===== config.mk =====
export PLATFORM = sky130hd
export DESIGN_NAME = dpg_gpio
export DESIGN_NICKNAME = d
export VERILOG_FILES = /design/src/hw/dpg_pkg.sv /design/src/hw/dpg_gpio.sv
export VERILOG_INCLUDE_DIRS = /design/src /design/src/hw
export SDC_FILE = /design/constraint.sdc
export NUM_CORES = 1
export LEC_CHECK = 0
export BUFFER_PORTS_ARGS = -buffer_cell sky130_fd_sc_hd__buf_2
export CAP_MARGIN = 30
export CORE_MARGIN = 3
export CORE_UTILIZATION = 53
export CTS_CLUSTER_DIAMETER = 60
export CTS_CLUSTER_SIZE = 14
export DETAILED_ROUTE_END_ITERATION = 16
export PLACE_DENSITY_LB_ADDON = 0.05
export SLEW_MARGIN = 20
export SYNTH_ARGS = -nofsm -noshare
export SYNTH_HDL_FRONTEND = slang
export SYNTH_SLANG_ARGS = --single-unit

===== constraint.sdc =====
create_clock -name clk_i -period 4.6 [get_ports clk_i]
set_clock_uncertainty 0.1 [all_clocks]
set_input_delay 0.69 -clock clk_i [delete_from_list [all_inputs] [get_ports clk_i]]
set_output_delay 0.69 -clock clk_i [all_outputs]
set_load 0.05 [all_outputs]

===== src/hw/dpg_defines.svh =====
// Register offsets, reset values and field constants of the dual port GPIO
`ifndef DPG_DEFINES_SVH
`define DPG_DEFINES_SVH
`define DPG_OFS_DATA_DIR 20'h0_EE003
`define DPG_OFS_DATA_DR 20'hF_FFD3
`define DPG_OFS_DATA_PCR 20'h0_EE03E
`define DPG_OFS_ADDR_DIR 20'h0_EE004
`define DPG_OFS_ADDR_DR 20'hF_FFD4
`define DPG_OFS_ADDR_PCR 20'h0_EE03F
`define DPG_RST_DATA 8'h00
`define DPG_RST_ADDR_DIR_AO 8'hFF
`define DPG_RST_ADDR_HI 8'hF0
`define DPG_ALL_ONES 8'hFF
`define DPG_ADDR_W 20
`define DPG_NIB_W 4
`endif


===== src/hw/dpg_pkg.sv =====
// Types of the dual port GPIO block
package dpg_pkg;
  typedef enum logic [2:0] {
    DPG_MODE_0 = 3'h0,
    DPG_MODE_1 = 3'h1,
    DPG_MODE_2 = 3'h2,
    DPG_MODE_3 = 3'h3,
    DPG_MODE_4 = 3'h4,
    DPG_MODE_5 = 3'h5,
    DPG_MODE_6 = 3'h6,
    DPG_MODE_7 = 3'h7
  } dpg_mode_e;
endpackage : dpg_pkg


===== src/hw/dpg_gpio.sv =====
// Dual port GPIO: 8-bit data-shared port and 4-bit address-shared port
//
// Operation
// - Single-chip: data-port pin outputs when direction bit 1, input when 0.
// - Data-port direction register is write-only; reads return all ones.
// - Data-port direction clears on reset or hardware standby, else holds.
// - Software standby leaves direction untouched; outputs keep driving.
// - Data-port output data register, 8-bit read/write, drives output pins.
// - Data-port read: stored bit when direction 1, pin level when 0.
// - Data-port output data clears on reset or hardware standby, else holds.
// - Data-port pull-up on when pull-up bit 1, direction 0, narrow bus.
// - Data-port pull-ups off in reset, hardware standby and wide bus.
// - Data-port pull-up register clears on reset/hardware standby, retained.
// - Modes 1-4: address-port direction fixed 1, pins are upper addresses.
// - Mode 5: address-port pins start input; direction 1 gives address out.
// - Single-chip: address-port pin general output when direction 1.
// - Address-port direction reads ones; writes ignored in modes 1-4.
// - Address-port direction resets to FF in modes 1-4, F0 otherwise.
// - Address-port read: stored bit or pin level; upper nibble reads ones.
// - Address-port data resets to F0 and holds in software standby.
// - Modes 5-7: address-port pull-up when direction 0 and pull-up bit 1.
// - Address-port pull-up register resets to F0, retained in soft standby.
// - Expanded wide bus: data port is data bus, direction bits ignored.
// - Expanded narrow bus: data port is general I/O under direction bits.
//
// Decided for this implementation: the strobed register port.
`timescale 1ns/1ps
`include "dpg_defines.svh"

module dpg_gpio
  import dpg_pkg::*;
#(
  parameter int DATA_W = 8,
  parameter int ADDR_PINS = 4
) (
  input wire logic clk_i,
  input wire logic rst_i,
  input wire logic hw_standby_i,
  input wire logic [2:0] mode_i,
  input wire logic wide_bus_i,
  input wire logic [19:0] reg_addr_i,
  input wire logic [7:0] reg_wdata_i,
  input wire logic reg_wr_i,
  input wire logic reg_rd_i,
  output logic [7:0] reg_rdata_o,
  input wire logic [7:0] data_pin_i,
  output logic [7:0] data_pin_o,
  output logic [7:0] data_pin_oe_o,
  output logic [7:0] data_pullup_o,
  input wire logic [3:0] addr_pin_i,
  input wire logic [3:0] upper_address_outputs_i,
  output logic [3:0] addr_pin_o,
  output logic [3:0] addr_pin_oe_o,
  output logic [3:0] addr_pullup_o
);

  initial begin
    if (DATA_W != 8 || ADDR_PINS != `DPG_NIB_W) begin
      $error("dpg_gpio supports only 8 data pins and 4 address pins");
    end
  end

  // ----------------------------------------------------------------
  // Mode decoding
  // ----------------------------------------------------------------
  function automatic logic is_addr_only(input logic [2:0] m);
    is_addr_only = (m >= 3'(DPG_MODE_1)) && (m <= 3'(DPG_MODE_4));
  endfunction : is_addr_only

  function automatic logic is_single(input logic [2:0] m);
    is_single = (m == 3'(DPG_MODE_6)) || (m == 3'(DPG_MODE_7));
  endfunction : is_single

  logic addr_only;
  logic single_chip;
  logic data_gpio;
  logic init_now;
  assign addr_only = is_addr_only(mode_i);
  assign single_chip = is_single(mode_i);
  // Data port is I/O in single-chip, or expanded with narrow bus
  assign data_gpio = single_chip || !wide_bus_i;
  assign init_now = hw_standby_i;

  // ----------------------------------------------------------------
  // Register write decode
  // ----------------------------------------------------------------
  logic wr_ddir, wr_ddr, wr_dpcr, wr_adir, wr_adr, wr_apcr;
  assign wr_ddir = reg_wr_i && reg_addr_i == `DPG_OFS_DATA_DIR;
  assign wr_ddr = reg_wr_i && reg_addr_i == `DPG_OFS_DATA_DR;
  assign wr_dpcr = reg_wr_i && reg_addr_i == `DPG_OFS_DATA_PCR;
  assign wr_adir = reg_wr_i && reg_addr_i == `DPG_OFS_ADDR_DIR;
  assign wr_adr = reg_wr_i && reg_addr_i == `DPG_OFS_ADDR_DR;
  assign wr_apcr = reg_wr_i && reg_addr_i == `DPG_OFS_ADDR_PCR;

  // ----------------------------------------------------------------
  // Data port registers
  // ----------------------------------------------------------------
  logic [7:0] data_port_direction_ff;
  logic [7:0] data_port_output_data_ff;
  logic [7:0] data_port_pullup_enable_ff;

  // Hardware standby clears; software standby has no effect (retention)
  always_ff @(posedge clk_i or posedge rst_i) begin
    if (rst_i) begin
      data_port_direction_ff <= `DPG_RST_DATA;
    end else if (init_now) begin
      data_port_direction_ff <= `DPG_RST_DATA;
    end else if (wr_ddir) begin
      data_port_direction_ff <= reg_wdata_i;
    end
  end

  always_ff @(posedge clk_i or posedge rst_i) begin
    if (rst_i) begin
      data_port_output_data_ff <= `DPG_RST_DATA;
    end else if (init_now) begin
      data_port_output_data_ff <= `DPG_RST_DATA;
    end else if (wr_ddr) begin
      data_port_output_data_ff <= reg_wdata_i;
    end
  end

  always_ff @(posedge clk_i or posedge rst_i) begin
    if (rst_i) begin
      data_port_pullup_enable_ff <= `DPG_RST_DATA;
    end else if (init_now) begin
      data_port_pullup_enable_ff <= `DPG_RST_DATA;
    end else if (wr_dpcr) begin
      data_port_pullup_enable_ff <= reg_wdata_i;
    end
  end

  // ----------------------------------------------------------------
  // Address port registers (low nibble stored, high nibble fixed 1)
  // ----------------------------------------------------------------
  logic [3:0] addr_port_direction_ff;
  logic [3:0] addr_port_output_data_ff;
  logic [3:0] addr_port_pullup_enable_ff;
  logic [3:0] adir_init;
  assign adir_init = addr_only ? 4'(`DPG_RST_ADDR_DIR_AO) :
    4'(`DPG_RST_ADDR_HI);

  // Reset value is a constant; mode-dependent value is loaded after release
  logic init_done_ff;
  always_ff @(posedge clk_i or posedge rst_i) begin
    if (rst_i) begin
      init_done_ff <= 1'b0;
    end else begin
      init_done_ff <= !init_now;
    end
  end

  always_ff @(posedge clk_i or posedge rst_i) begin
    if (rst_i) begin
      addr_port_direction_ff <= 4'(`DPG_RST_ADDR_HI);
    end else if (init_now || !init_done_ff || addr_only) begin
      addr_port_direction_ff <= adir_init;
    end else if (wr_adir) begin
      addr_port_direction_ff <= reg_wdata_i[3:0];
    end
  end

  always_ff @(posedge clk_i or posedge rst_i) begin
    if (rst_i) begin
      addr_port_output_data_ff <= 4'(`DPG_RST_ADDR_HI);
    end else if (init_now) begin
      addr_port_output_data_ff <= 4'(`DPG_RST_ADDR_HI);
    end else if (wr_adr) begin
      addr_port_output_data_ff <= reg_wdata_i[3:0];
    end
  end

  always_ff @(posedge clk_i or posedge rst_i) begin
    if (rst_i) begin
      addr_port_pullup_enable_ff <= 4'(`DPG_RST_ADDR_HI);
    end else if (init_now) begin
      addr_port_pullup_enable_ff <= 4'(`DPG_RST_ADDR_HI);
    end else if (wr_apcr) begin
      addr_port_pullup_enable_ff <= reg_wdata_i[3:0];
    end
  end

  // ----------------------------------------------------------------
  // Pin input synchronisers
  // ----------------------------------------------------------------
  logic [7:0] dpin_s1_ff, dpin_s2_ff;
  logic [3:0] apin_s1_ff, apin_s2_ff;
  always_ff @(posedge clk_i or posedge rst_i) begin
    if (rst_i) begin
      dpin_s1_ff <= `DPG_RST_DATA;
      dpin_s2_ff <= `DPG_RST_DATA;
      apin_s1_ff <= '0;
      apin_s2_ff <= '0;
    end else begin
      dpin_s1_ff <= data_pin_i;
      dpin_s2_ff <= dpin_s1_ff;
      apin_s1_ff <= addr_pin_i;
      apin_s2_ff <= apin_s1_ff;
    end
  end

  // ----------------------------------------------------------------
  // Read path
  // ----------------------------------------------------------------
  logic [7:0] nxt_rdata;
  always_comb begin
    nxt_rdata = '0;
    if (reg_rd_i) begin
      case (reg_addr_i)
        `DPG_OFS_DATA_DIR: nxt_rdata = `DPG_ALL_ONES;
        `DPG_OFS_DATA_DR: nxt_rdata =
          (data_port_direction_ff & data_port_output_data_ff) |
          (~data_port_direction_ff & dpin_s2_ff);
        `DPG_OFS_DATA_PCR: nxt_rdata = data_port_pullup_enable_ff;
        `DPG_OFS_ADDR_DIR: nxt_rdata = `DPG_ALL_ONES;
        `DPG_OFS_ADDR_DR: nxt_rdata = {4'hF,
          (addr_port_direction_ff & addr_port_output_data_ff) |
          (~addr_port_direction_ff & apin_s2_ff)};
        `DPG_OFS_ADDR_PCR: nxt_rdata = {4'hF, addr_port_pullup_enable_ff};
        default: nxt_rdata = '0;
      endcase
    end
  end

  always_ff @(posedge clk_i or posedge rst_i) begin
    if (rst_i) begin
      reg_rdata_o <= '0;
    end else begin
      reg_rdata_o <= nxt_rdata;
    end
  end

  // ----------------------------------------------------------------
  // Pin drive and pull-ups
  // ----------------------------------------------------------------
  logic [7:0] nxt_doe, nxt_dpu;
  logic [3:0] nxt_aout, nxt_aoe, nxt_apu;
  logic mode5;
  assign mode5 = mode_i == 3'(DPG_MODE_5);

  always_comb begin
    // Wide bus hands the pins to the bus controller
    nxt_doe = data_gpio ? data_port_direction_ff : '0;
    nxt_dpu = (data_gpio && !init_now) ?
      (data_port_pullup_enable_ff & ~data_port_direction_ff) : '0;
  end

  genvar gi;
  generate
    for (gi = 0; gi < ADDR_PINS; gi++) begin : g_apin
      always_comb begin
        nxt_aoe[gi] = addr_only | addr_port_direction_ff[gi];
        nxt_aout[gi] = (addr_only | mode5) ? upper_address_outputs_i[gi] :
          addr_port_output_data_ff[gi];
        nxt_apu[gi] = !addr_only && !init_now &&
          addr_port_pullup_enable_ff[gi] &&
          !addr_port_direction_ff[gi];
      end
    end
  endgenerate

  always_ff @(posedge clk_i or posedge rst_i) begin
    if (rst_i) begin
      data_pin_o <= '0;
      data_pin_oe_o <= '0;
      data_pullup_o <= '0;
      addr_pin_o <= '0;
      addr_pin_oe_o <= '0;
      addr_pullup_o <= '0;
    end else begin
      data_pin_o <= data_port_output_data_ff;
      data_pin_oe_o <= nxt_doe;
      data_pullup_o <= nxt_dpu;
      addr_pin_o <= nxt_aout;
      addr_pin_oe_o <= nxt_aoe;
      addr_pullup_o <= nxt_apu;
    end
  end
endmodule : dpg_gpio


* After elaboration in Yosys (flattened, before gate mapping) *
Cells that the tools add are included.

cells by class
  reductions and logical operators = 36
  shift-type cells = 0
  add/sub/neg operators = 0
  magnitude comparators = 2
  bitwise operators = 14
  multiply operators = 0
  div/mod/pow operators = 0
  equal/unequal tests = 9
  mux-type cells = 21

operator list
  operator                number
  $eq A20 B20 Y1 const B  6
  $mux W8                 9
  $pmux W8 S5             1
  $mux W4                 7
  $and A8 B8 Y8           3
  $logic_and A1 B1 Y1     17
  $reduce_bool A2 Y1      6
  $eq A3 B3 Y1 const B    3
  $and A4 B4 Y4           2
  $logic_not A1 Y1        8
  $not A8 Y8              1
  $or A8 B8 Y8            1
  $or A1 B1 Y1            5
  $logic_or A1 B1 Y1      4
  $mux W1                 4
  $not A4 Y4              1
  $or A4 B4 Y4            1
  $ge A3 B1 Y1 const B    1
  $le A3 B3 Y1 const B    1
  $reduce_or A2 Y1        1

word-level totals
  bits in writable memories = 0
  memories = 0
  bits in latches = 0
  bits in read-only memories = 0
  flip-flop bits (word level) = 105
  bits of input ports = 53
  logic and storage cells = 100

* Logic depth before layout (Yosys ltp) *
  depth after elaboration = 6
  gate-level depth with buffers = 7
  mapped depth without buffers = 5

* Least setup slack after synthesis *
OpenSTA, ideal clock, no wires.

  path kind = in2reg
  start point = input port reg_addr_i[7]
  end point = register data_port_pullup_enable_ff[0]
  arrival = 2.205 ns
  required time = 4.368 ns
  path slack = 2.164 ns
  buffers on the path = 1
  library setup time = 0.132 ns
  stages = 6
  path through = or4_4 -> nor4_4 -> and4_4 -> buf_12 -> mux2i_1 -> nor2_1

on the way
  cells in the longest elaborated chain, start to end = 3

RTL lines
  what                           line             source
  from (decl)                    dpg_gpio.sv:41   input wire logic [19:0] reg_addr_i,
  $eq A20 B20 Y1                 -
  $logic_and A1 B1 Y1 (no line)  -
  $reduce_bool A2 Y1 (no line)   -
  to (signal assigned)           dpg_gpio.sv:125  data_port_pullup_enable_ff <= `DPG_RST_DATA;
  to (signal assigned)           dpg_gpio.sv:127  data_port_pullup_enable_ff <= `DPG_RST_DATA;
  to (signal assigned)           dpg_gpio.sv:129  data_port_pullup_enable_ff <= reg_wdata_i;
  to (decl)                      dpg_gpio.sv:100  logic [7:0] data_port_pullup_enable_ff;

Every way passes these cells.
A chain may end at the register's enable or synchronous reset.

* Worst setup path in the final report *
  start point = input port reg_addr_i[17]
  end point = register data_port_output_data_ff[2]

on the way
  cells in the longest elaborated chain, start to end = 3

RTL lines
  what                           line             source
  $eq A20 B20 Y1                 -
  $logic_and A1 B1 Y1 (no line)  -
  $reduce_bool A2 Y1 (no line)   -
  to (signal assigned)           dpg_gpio.sv:115  data_port_output_data_ff <= `DPG_RST_DATA;
  to (signal assigned)           dpg_gpio.sv:117  data_port_output_data_ff <= `DPG_RST_DATA;
  to (signal assigned)           dpg_gpio.sv:119  data_port_output_data_ff <= reg_wdata_i;
  to (decl)                      dpg_gpio.sv:99   logic [7:0] data_port_output_data_ff;

Every way passes these cells.

==> flow_summary.toml <==
[power]
p_leak_nw = 2.507
vdd_drop_max_mv = 0.1797
power_mw = 1.587
p_per_area_nw_per_um2 = 334.1

[cts]
cts_root_buf = "clkbuf_8"
tritoncts = "built"
clk_latency_ns = 0.36
cts_num_sinks = 105
cts_hold_buf = 0
cts_buffers = 9
cts-htree-levels = 3
clk_pin_slew_worst_paths_ns = 0.10
post-cts-setup-buffers = 0
clock_path_buffers = 2
ctsResizeCount = 0

[critical_path]
reg2reg_slack_ns = 3.03
worstPathMaxFanout = 8
cp-start-kind = "primary input"
cp.required_ns = 4.72
crit_chain = "buf_2 > nand4_1 > nor4_1 > nand3_1 > mux2i_1 > nor2_1"
endpoint_kind = "flip-flop"
crit_family = "simple AND/OR/NAND/NOR gates"
cp.arrival_ns = 2.86
cpPeakStageDelay_ns = 0.79
slowest_stage = "nor4_1"
path_buf_inv = 1
critPathKind = "in2reg"

[detailed_routing]
routed_wl_um = 8366
firstDrtPassIters = 4
ant_nets = 0
drc = 0
routed-via-count = 2608
post_drt_wl_per_cell_um = 16.87
initialDrtViolationCount = 162
via_per_inst = 5.258

[place]
gp_congestion = 0.8243
place_hpwl_um = 5871
numPortBuffers = 96
dpl-instance-area_um2 = 4568
dp.cells = 480

[yosys]
async_reset_ff_share_pct = 100.0
yosysWarnings = 0
synth.net_count = 348
ys_seq_elements = 105
avgSynthCellArea_um2 = 13.64
ys.flop_type = "dfrtp_1"
ys_seq_area_share_pct = 65.30
synth_edf_count = 0
syn-cell-area_um2 = 4024
syn_inst = 295
synth_cell_type_count = 41

[finish]
nets = 445
layout_commonest_cell = "dfrtp_1"
drive_gt1_share_pct = 36.27
final_area_um2 = 4751
fin_cells = 496
antenna-diode-count = 0
final_cell_mix = "dfrtp_1 (105), buf_2 (96), mux2i_1 (36)"
syn_to_final_growth_pct = 18.07

[floorplan]
rows = 31
io_pins = 97
die_height_um = 93.14
start_util_pct = 55.18
die_w_um = 93.14
dieArea_um2 = 8674
coreArea_um2 = 7292

[timing]
max_slew_margin_pct = 42.28
worst_slew_pin_slew_ns = 0.8579
finalSetupViolCount = 0
fmax_ghz = 0.3646
finalCriticalPeriod_ns = 2.742
period_share_pct = 59.62
setup_tns_ns = 0
final-hold-violation-count = 0
rsz0062_at_grt = "no"
finalMaxSlewViolations = 0

[min_path]
min_path_type = "reg2reg"

[global_routing]
grt_max_degree = 72
overflow = 0
grt_pass1_wl_um = 13610
grt_pass1_vias = 2659
antenna_found_initial = 0
groute.usage.overall_pct = 20.66

[run_status]
outcome = "finished, final reports clean"

[job]
maxCapViolCount = 0
==> Yosys cell counts (all sizes together) (5+ instances only) <==
cell | count | area share (%)
nor4b | 5 | 1.1
clkbuf | 6 | 0.56
nor2b | 8 | 1.2
dfrtp | 105 | 65
nand2 | 7 | 0.65
nand3 | 5 | 0.75
nor3b | 9 | 1.7
o21ai | 6 | 0.75
a21oi | 10 | 1.3
mux2i | 36 | 9.0
mux2 | 20 | 5.6
buf | 5 | 1.2
and2 | 5 | 0.81
nor2 | 34 | 3.2
==> final cells by class <==
type / instances / area (um^2)
clock buffer: 9 / 123.9
sequential: 105 / 2628
multi-input combinational: 176 / 1315
fill: 613 / 2541
inverter: 3 / 13.76
tap: 99 / 123.9
clock inverter: 7 / 58.81
timing repair buffer: 97 / 488.0
==> path summary, 6_finish.rpt <==
| path | start | endpoint | cells past startpoint |
|---|---|---|---|
| max | reg_addr_i[17] | data_port_output_data_ff[2] | 6 |
| max in group asynchronous | rst_i | addr_port_direction_ff[2] | 3 |
| min in group asynchronous | rst_i | data_pin_oe_o[5] | 2 |
| min | dpin_s1_ff[3] | dpin_s2_ff[3] | 0 |
| max reg2reg | data_port_direction_ff[2] | reg_rdata_o[2] | 4 |
| min reg2reg | dpin_s1_ff[3] | dpin_s2_ff[3] | 0 |
==> state kept, by name (all words and copies together) (netlist names), 8 cells and up <==
name	count
dpin_s2_ff	8
data_pin_o	8
data_port_pullup_enable_ff	8
dpin_s1_ff	8
data_port_output_data_ff	8
reg_rdata_o	8
data_port_direction_ff	8
data_pin_oe_o	8
data_pullup_o	8
==> where the power goes <==
part | total [mW] | switching, mW | internal, mW
Sequential | 0.949 | 0.00786 | 0.941
Clock | 0.525 | 0.317 | 0.207
Combinational | 0.113 | 0.0763 | 0.0370
Total | 1.59 | 0.402 | 1.19
==> metal layers <==
layer  track usage (%)  up-vias  part of all wire (%)  wire length (um)
li1                  -     1234                     -                 -
met1             29.36     1270                    45              3748
met2             30.95       89                    47              3930
met3             5.310       15                   6.4               537
met4             7.570        0                   1.8               149
met5                 0        -                     0                 0
==> kinds of logic after synthesis <==
group / share of synthesized area (%)
AND/OR/NAND/NOR: 13.31
multiplexers: 14.55
flip-flops: 65.30
AO/OA/AOI/OAI: 4.820
buffers and inverters: 2.021
==> stage by stage <==
step,util (%),hold slack (ns),setup slack [ns]
2_1_floorplan,-,0.2312,1.049
3_3_place_gp,62.65,0.2311,1.670
3_5_place_dp,62.65,0.2347,1.544
4_1_cts,65.15,0.2581,1.930
5_1_grt,65.15,0.2665,1.713
6_report,65.15,0.2563,1.858
No activity file was read; power rests on OpenSTA's default activity.
